### src/hdl/alu_pkg.sv
// Constants and types for the subtract, exclusive-OR and swap datapath
//
// Contract
// RL1: Subtract-from-file computes file minus work, two's complement, eight-bit result.
// RL2: Destination bit 0 writes work register, 1 writes back to file register.
// RL3: Carry set when work not above file; digit carry likewise on low nibbles.
// RL4: File operand is seven-bit address 0..127 with one destination bit.
// RL5: Exclusive-OR literal writes work register and updates only zero flag.
// RL6: Swap exchanges file nibbles and leaves every status flag unchanged.
// RL7: Exclusive-OR file writes selected destination and updates only zero flag.
// RL8: Zero flag set when eight-bit result is zero; subtract updates it too.
package alu_pkg;

  localparam int unsigned DATA_W = 8;
  localparam int unsigned ADDR_W = 7;
  localparam int unsigned NIB_W = 4;
  localparam logic [ADDR_W-1:0] ADDR_MAX = 7'h7f;
  localparam logic [DATA_W-1:0] WORK_RESET = 8'h00;
  localparam logic DEST_WORK = 1'b0;
  localparam logic DEST_FILE = 1'b1;

  typedef enum logic [1:0] {
    subtract_work_from_file = 2'b00,
    xor_literal_into_work = 2'b01,
    swap_file_nibbles = 2'b10,
    xor_work_with_file = 2'b11
  } op_e;

  typedef struct packed {
    op_e op;
    logic [ADDR_W-1:0] file_addr;
    logic dest;
    logic [DATA_W-1:0] literal;
  } cmd_s;

  typedef struct packed {
    logic carry;
    logic digit_carry_flag;
    logic zero;
  } flags_s;

endpackage

### src/hdl/alu_subtract_xor_swap.sv
// Datapath top: work register, flags and file write-back for four operations
`timescale 1ns/1ps
`default_nettype none
module alu_subtract_xor_swap (
  input wire logic clk,
  input wire logic nrst,
  input wire logic exec,
  input wire alu_pkg::cmd_s cmd,
  input wire logic [alu_pkg::DATA_W-1:0] file_rdata,
  output logic [alu_pkg::ADDR_W-1:0] file_raddr,
  output logic [alu_pkg::DATA_W-1:0] work,
  output var alu_pkg::flags_s flags,
  output logic file_we,
  output logic [alu_pkg::ADDR_W-1:0] file_waddr,
  output logic [alu_pkg::DATA_W-1:0] file_wdata
);
  import alu_pkg::*;

  logic [DATA_W-1:0] result;
  logic c_new;
  logic dc_new;
  logic upd_c;
  logic upd_z;
  logic [DATA_W-1:0] next_work;
  flags_s next_flags;
  logic next_file_we;
  logic [ADDR_W-1:0] next_file_waddr;
  logic [DATA_W-1:0] next_file_wdata;
  logic [ADDR_W-1:0] next_file_raddr;

  // Read address output is registered from the command, one cycle late; the core uses file_rdata in the same cycle
  alu_core u_core (
    .op(cmd.op),
    .work(work),
    .file_val(file_rdata),
    .literal(cmd.literal),
    .result(result),
    .carry(c_new),
    .digit_carry_flag(dc_new),
    .upd_carry(upd_c),
    .upd_zero(upd_z)
  );

  // Literal op ignores the destination bit and always lands in work
  function automatic logic goes_to_file(input cmd_s c);
    return c.op != xor_literal_into_work && c.dest == DEST_FILE;
  endfunction

  always_comb begin
    next_work = work;
    next_flags = flags;
    next_file_we = 1'b0;
    next_file_waddr = file_waddr;
    next_file_wdata = file_wdata;
    next_file_raddr = cmd.file_addr; // RL4
    if (exec) begin
      if (!goes_to_file(cmd)) begin
        next_work = result; // RL2
      end else begin
        next_file_we = 1'b1; // RL2
        next_file_waddr = cmd.file_addr; // RL4
        next_file_wdata = result;
      end
      if (upd_c) begin
        next_flags.carry = c_new; // RL3
        next_flags.digit_carry_flag = dc_new;
      end
      if (upd_z) begin
        next_flags.zero = (result == '0); // RL8
      end
    end
  end

  always_ff @(posedge clk or negedge nrst) begin
    if (!nrst) begin
      work <= WORK_RESET;
      flags <= '0;
      file_we <= 1'b0;
      file_waddr <= '0;
      file_wdata <= '0;
      file_raddr <= '0;
    end else begin
      work <= next_work;
      flags <= next_flags;
      file_we <= next_file_we;
      file_waddr <= next_file_waddr;
      file_wdata <= next_file_wdata;
      file_raddr <= next_file_raddr;
    end
  end

  // Helpers capturing previous-cycle inputs for assertions
  cmd_s pcmd;
  logic pexec;
  logic [DATA_W-1:0] pwork;
  logic [DATA_W-1:0] pfile;
  always_ff @(posedge clk or negedge nrst) begin
    if (!nrst) begin
      pcmd <= '0;
      pexec <= 1'b0;
      pwork <= '0;
      pfile <= '0;
    end else begin
      pcmd <= cmd;
      pexec <= exec;
      pwork <= work;
      pfile <= file_rdata;
    end
  end

  property p_sub_value;
    @(posedge clk) disable iff (!nrst)
    (pexec && pcmd.op == subtract_work_from_file && pcmd.dest == DEST_WORK)
      |-> work == pfile - pwork;
  endproperty
  a_sub_value: assert property (p_sub_value) else $error("subtract result wrong"); // RL1

  property p_dest_file;
    @(posedge clk) disable iff (!nrst)
    (pexec && goes_to_file(pcmd))
      |-> file_we && file_waddr == pcmd.file_addr && work == pwork;
  endproperty
  a_dest_file: assert property (p_dest_file) else $error("file destination wrong"); // RL2

  property p_sub_carry;
    @(posedge clk) disable iff (!nrst)
    (pexec && pcmd.op == subtract_work_from_file)
      |-> flags.carry == (pwork <= pfile)
        && flags.digit_carry_flag == (pwork[NIB_W-1:0] <= pfile[NIB_W-1:0]);
  endproperty
  a_sub_carry: assert property (p_sub_carry) else $error("subtract carry wrong"); // RL3

  property p_raddr;
    @(posedge clk) disable iff (!nrst) file_raddr == $past(cmd.file_addr);
  endproperty
  a_raddr: assert property (p_raddr) else $error("read address not followed"); // RL4

  property p_xorl;
    @(posedge clk) disable iff (!nrst)
    (exec && cmd.op == xor_literal_into_work) |=> work == (pwork ^ pcmd.literal)
      && !file_we && flags.carry == $past(flags.carry);
  endproperty
  a_xorl: assert property (p_xorl) else $error("literal xor wrong"); // RL5

  property p_swap;
    @(posedge clk) disable iff (!nrst)
    (exec && cmd.op == swap_file_nibbles) |=> $stable(flags)
      && (pcmd.dest == DEST_FILE || work == {pfile[NIB_W-1:0], pfile[DATA_W-1:NIB_W]});
  endproperty
  a_swap: assert property (p_swap) else $error("swap wrong"); // RL6

  property p_xorf;
    @(posedge clk) disable iff (!nrst)
    (exec && cmd.op == xor_work_with_file && cmd.dest == DEST_FILE)
      |=> file_wdata == (pwork ^ pfile) && flags.digit_carry_flag == $past(flags.digit_carry_flag);
  endproperty
  a_xorf: assert property (p_xorf) else $error("file xor wrong"); // RL7

  property p_zero;
    @(posedge clk) disable iff (!nrst)
    (pexec && pcmd.op != swap_file_nibbles)
      |-> flags.zero == (goes_to_file(pcmd)
        ? (file_wdata == '0) : (work == '0));
  endproperty
  a_zero: assert property (p_zero) else $error("zero flag wrong"); // RL8

  property p_sub_file;
    @(posedge clk) disable iff (!nrst)
    (pexec && pcmd.op == subtract_work_from_file && pcmd.dest == DEST_FILE)
      |-> file_wdata == pfile - pwork;
  endproperty
  a_sub_file: assert property (p_sub_file) else $error("subtract write-back wrong"); // RL1

  property p_dest_work;
    @(posedge clk) disable iff (!nrst)
    (pexec && !goes_to_file(pcmd)) |-> !file_we;
  endproperty
  a_dest_work: assert property (p_dest_work) else $error("work op wrote file"); // RL2

  // Idle cycle must not disturb anything the decoder relies on
  property p_idle;
    @(posedge clk) disable iff (!nrst)
    !exec |=> $stable(work) && $stable(flags) && !file_we
      && $stable(file_waddr) && $stable(file_wdata);
  endproperty
  a_idle: assert property (p_idle) else $error("idle cycle changed state"); // RL2

  property p_xorl_dest;
    @(posedge clk) disable iff (!nrst)
    (pexec && pcmd.op == xor_literal_into_work && pcmd.dest == DEST_FILE)
      |-> !file_we && work == (pwork ^ pcmd.literal);
  endproperty
  a_xorl_dest: assert property (p_xorl_dest) else $error("literal xor used dest"); // RL5

  property p_swap_file;
    @(posedge clk) disable iff (!nrst)
    (pexec && pcmd.op == swap_file_nibbles && pcmd.dest == DEST_FILE)
      |-> file_wdata == {pfile[NIB_W-1:0], pfile[DATA_W-1:NIB_W]};
  endproperty
  a_swap_file: assert property (p_swap_file) else $error("swap write-back wrong"); // RL6

  // Carry pair belongs to the last subtract; xors must leave it alone
  property p_xor_keep;
    @(posedge clk) disable iff (!nrst)
    (exec && (cmd.op == xor_literal_into_work || cmd.op == xor_work_with_file))
      |=> $stable(flags.carry) && $stable(flags.digit_carry_flag);
  endproperty
  a_xor_keep: assert property (p_xor_keep) else $error("xor touched carry flags"); // RL7

  property p_xorf_work;
    @(posedge clk) disable iff (!nrst)
    (pexec && pcmd.op == xor_work_with_file && pcmd.dest == DEST_WORK)
      |-> work == (pwork ^ pfile);
  endproperty
  a_xorf_work: assert property (p_xorf_work) else $error("file xor to work wrong"); // RL7

  c_sub: cover property (@(posedge clk) disable iff (!nrst)
    exec && cmd.op == subtract_work_from_file ##1 flags.zero);
  c_swap_file: cover property (@(posedge clk) disable iff (!nrst)
    exec && cmd.op == swap_file_nibbles && cmd.dest == DEST_FILE);
  c_xorl: cover property (@(posedge clk) disable iff (!nrst)
    exec && cmd.op == xor_literal_into_work);
  c_borrow: cover property (@(posedge clk) disable iff (!nrst)
    exec && cmd.op == subtract_work_from_file ##1 !flags.carry);
endmodule
`default_nettype wire

### src/hdl/alu_core.sv
// Combinational result and flag computation for the four operations
`timescale 1ns/1ps
`default_nettype none
module alu_core (
  input wire alu_pkg::op_e op,
  input wire logic [alu_pkg::DATA_W-1:0] work,
  input wire logic [alu_pkg::DATA_W-1:0] file_val,
  input wire logic [alu_pkg::DATA_W-1:0] literal,
  output logic [alu_pkg::DATA_W-1:0] result,
  output logic carry,
  output logic digit_carry_flag,
  output logic upd_carry,
  output logic upd_zero
);
  import alu_pkg::*;

  logic [DATA_W:0] diff;
  logic [NIB_W:0] ndiff;

  always_comb begin
    // Ninth bit of f + ~w + 1 is the no-borrow carry
    diff = {1'b0, file_val} + {1'b0, ~work} + {{DATA_W{1'b0}}, 1'b1}; // RL1
    ndiff = {1'b0, file_val[NIB_W-1:0]} + {1'b0, ~work[NIB_W-1:0]}
      + {{NIB_W{1'b0}}, 1'b1};
    result = file_val;
    carry = diff[DATA_W]; // RL3
    digit_carry_flag = ndiff[NIB_W]; // RL3
    upd_carry = 1'b0;
    upd_zero = 1'b0;
    unique case (op)
      subtract_work_from_file: begin
        result = diff[DATA_W-1:0]; // RL1
        upd_carry = 1'b1;
        upd_zero = 1'b1; // RL8
      end
      xor_literal_into_work: begin
        result = work ^ literal; // RL5
        upd_zero = 1'b1;
      end
      swap_file_nibbles: begin
        result = {file_val[NIB_W-1:0], file_val[DATA_W-1:NIB_W]}; // RL6
      end
      xor_work_with_file: begin
        result = work ^ file_val; // RL7
        upd_zero = 1'b1;
      end
    endcase
  end
endmodule
`default_nettype wire

### config.mk
export PLATFORM = sky130hd
export DESIGN_NAME = alu_subtract_xor_swap
export DESIGN_NICKNAME = d
export VERILOG_FILES = /design/src/hdl/alu_pkg.sv /design/src/hdl/alu_subtract_xor_swap.sv /design/src/hdl/alu_core.sv
export SDC_FILE = /design/constraint.sdc
export NUM_CORES = 1
export LEC_CHECK = 0
export BUFFER_PORTS_ARGS = -buffer_cell sky130_fd_sc_hd__buf_2
export CORE_MARGIN = 2
export CORE_UTILIZATION = 45
export CTS_BUF_LIST = sky130_fd_sc_hd__clkbuf_8
export DETAILED_ROUTE_END_ITERATION = 7
export PLACE_DENSITY = 0.77
export REMOVE_ABC_BUFFERS = 1
export SKIP_LAST_GASP = 1
export SLEW_MARGIN = 20
export SYNTH_ARGS = -nofsm -noshare
export SYNTH_HDL_FRONTEND = slang
export SYNTH_SLANG_ARGS = --single-unit
### constraint.sdc
create_clock -name clk -period 2.7 [get_ports clk]
set_input_delay 0.675 -clock clk [delete_from_list [all_inputs] [get_ports clk]]
set_output_delay 0.675 -clock clk [all_outputs]
set_load 0.02 [all_outputs]
==> summary.txt <==
Run status
  – Run status: finished clean

Drt
  – Post-DRT Antenna Nets: 0
  – Drt wl/cell: ~14 µm
  – Wl on met1: 1.93 mm
  – Vias post-DR: about 1600
  – Number of DRC markers in iteration 0: 67
  – # DRC: 0
  – DR vias/cell: approximately 5.2
  – Drt pass-1 iters: 4
  – Final Routed Wirelength: 4.37 mm
  – DR top layer: met4
  – Met3 WL: between 300 and 400 µm
  – Routed met2 length: 2.02 mm

GRT
  – Overall Global Routing Usage: 0.203
  – Largest net degree at the start of global routing: 35
  – Vias in the first global route: roughly 1600
  – Initial antenna violation count: 0
  – GRT overflow: 0
  – First-pass GRT wire length: approximately 7 mm

Cells and area
  – # diodes: 0
  – Fill cells: between 300 and 400
  – Fin nets: 294
  – Share of cells above drive strength 1: 0.332
  – Layout area overhead: 24.6%
  – Multi-input gate area: slightly above 900 µm²
  – Register area: between 800 and 900 µm²

Timing
  – Final worst setup slack: between 0.2 and 0.25 ns
  – Period minus WS final: ~2.5 ns
  – Final hold vios: 0
  – RSZ-0062 raised after global routing: false
  – Final period util: 0.910
  – Final Max Tran Viols: 0
  – Clock skew: 0.00493 ns
  – Final setup fails: 0
  – Slew Limit Headroom: 0.529
  – Peak Freq: 0.407 GHz
  – Min Hold Slack: roughly 0.44 ns
  – Slew @ Worst Pin: 0.706 ns

Floorplan
  – Die area: roughly 4700 µm²
  – FP Rows: 23
  – Starting Density: 0.469
  – Die extent in y: roughly 69 µm
  – Io pins: 63
  – Core ar.: between 4000 and 5000 µm²
  – Die Wd: a little under 70 µm

Clock network
  – CTS tree: built
  – Clock transition at path regs: ~0.07 ns
  – Setup bufs post-CTS: 0
  – Clk sinks: 34
  – Clk buf depth: 2
  – Root buf cell: clkbuf_8
  – CTS Buf Count: 5
  – Hold Buf Count CTS: 0
  – Clock latency at the later pin of the worst-skew pair: 0.28 ns
  – Max H-tree Level: 2
  – PostCTS Resize Cnt: 0

Flow run
  – MaxCap Viol Count: 0

Place
  – HPWL after detailed placement: between 3 and 4 mm
  – Number of buffers added on ports: 62
  – Pre-CTS setup slack: -0.0348 ns
  – Final estimated routing congestion in global placement: around 0.91

Synth
  – Top post-synthesis cells by area: dfrtp_1 45%, ha_1 6.0%, mux2_2 6.0%
  – Synth cell count leaders: 34 x dfrtp_1, 23 x nand2_1, 21 x o21ai_0, 13 x inv_1, 10 x mux2_2
  – Synth top area share: 0.454
  – Seq/Total Area, Yosys: 0.454
  – Post-Syn Area: 1870 µm²
  – Post-synth EDFFs: 0
  – Yosys warns: 0
  – Syn_area_per_cell: 10.0 µm²
  – Most common cell in the netlist: dfrtp_1
  – Synth cell types: 34
  – Async S/R FF share, synth: 1.00
  – Post-synthesis register bit count: 34
  – Yosys top cell by area: dfrtp_1
  – Syn Inst Count: between 150 and 200
  – Synth Flop Type: dfrtp_1

Setup path
  – Cell repeated most along the worst path: o21ai_0
  – CP startpoint kind: input port
  – CP Max Fanout: 3
  – Buf/Inv on CP: 3
  – Slowest cell on the critical path: fa_1
  – Data required, critical path: 2.88 ns
  – Crit-path max cell delay: around 0.4 ns
  – Crit Path Class: in -> reg
  – CP Capture Type: flop
  – Worst Path Arrival: ~2.6 ns
  – CP delay by family, top: adder cells
  – Crit-path cells: buf_2, inv_1, ha_1, fa_1, buf_4, xor2_1, o21ai_0, o21ai_0, and4b_1, and3_1, a32o_1

Power
  – Tot Pwr: 1.80 mW
  – Largest vdd supply drop: ~0.54 mV
  – Lkg Pwr: 1.19 nW
  – Cell Pwr Density: roughly 770 nW/µm²

Min path
  – HP Class: in -> async
==> sequential cells by signal (all words and copies together) (netlist names) <==
register	cells
work	8
flags	3
file_we	1
file_wdata	8
file_raddr	7
file_waddr	7
==> logic make-up (layout without fill, tap and decap cells) <==
| group | after synthesis | count (layout) | synth area share |
|---|---|---|---|
| simple gates | 48 | 48 | 0.123 |
| compound gates | 47 | 47 | 0.151 |
| flops | 34 | 34 | 0.454 |
| buf+inv | 20 | 89 | 0.0514 |
| mux | 19 | 19 | 0.108 |
| fa+ha+maj | 10 | 10 | 0.0708 |
| xor+xnor | 9 | 9 | 0.0421 |
==> stage by stage <==
stage | setup TNS, ns | area [µm²] | util | cells
5_1_grt | 0 | 2340 | 0.584 | 306
4_1_cts | 0 | 2340 | 0.584 | 306
3_3_place_gp | 0 | 2240 | 0.561 | 298
6_report | 0 | 2340 | 0.584 | 306
3_5_place_dp | -0.0348 | 2240 | 0.561 | 298
2_1_floorplan | 0 | 1830 | - | 180
==> final timing paths <==
kind / slack [ns] / start / to / cells past startpoint
max: 0.24 / file_rdata[0] / flags[0] / 11
min: 0.44 / nrst / file_wdata[5] / 1
max reg2reg: 0.33 / work[0] / flags[0] / 9
min reg2reg: 0.48 / file_wdata[0] / file_wdata[0] / 2
max in group asynchronous: 1.80 / nrst / file_waddr[2] / 1
min in group clk: 0.48 / file_wdata[0] / file_wdata[0] / 2
==> layout make-up <==
cell class,count,area share
Clock buffer,6,0.0354
Sequential cell,34,0.364
Tap cell,50,0.0268
Timing Repair Buffer,68,0.152
Multi-Input combinational cell,133,0.397
Clock inverter,2,0.00375
Inverter,13,0.0209
==> placed cells by master, fill, tap and decap left out, types with 4 or more instances in the layout <==
| cell | netlist | routed |
|---|---|---|
| buf_2 | 2 | 62 |
| dfrtp_1 | 34 | 34 |
| nand2_1 | 23 | 23 |
| o21ai_0 | 21 | 21 |
| inv_1 | 13 | 14 |
| mux2_2 | 10 | 10 |
| a21oi_1 | 9 | 9 |
| mux2i_1 | 9 | 9 |
| ha_1 | 9 | 9 |
| xnor2_1 | 8 | 8 |
| nor2_1 | 7 | 7 |
| clkbuf_8 | 0 | 6 |
| buf_4 | 0 | 6 |
| o211ai_1 | 4 | 4 |
| a211oi_1 | 4 | 4 |
==> power by group <==
group	leakage, nW	switching, mW	internal (mW)
Combinational	0.730	0.440	0.300
Clock	0.0524	0.173	0.202
Sequential	0.412	0.0725	0.613
==> routing by layer <==
layer	global-route usage	vias up
met5	0	-
met1	0.258	747
met4	0.0700	0
li1	-	791
met2	0.323	56
met3	0.0698	7
Power figures use the tool's default switching activity.
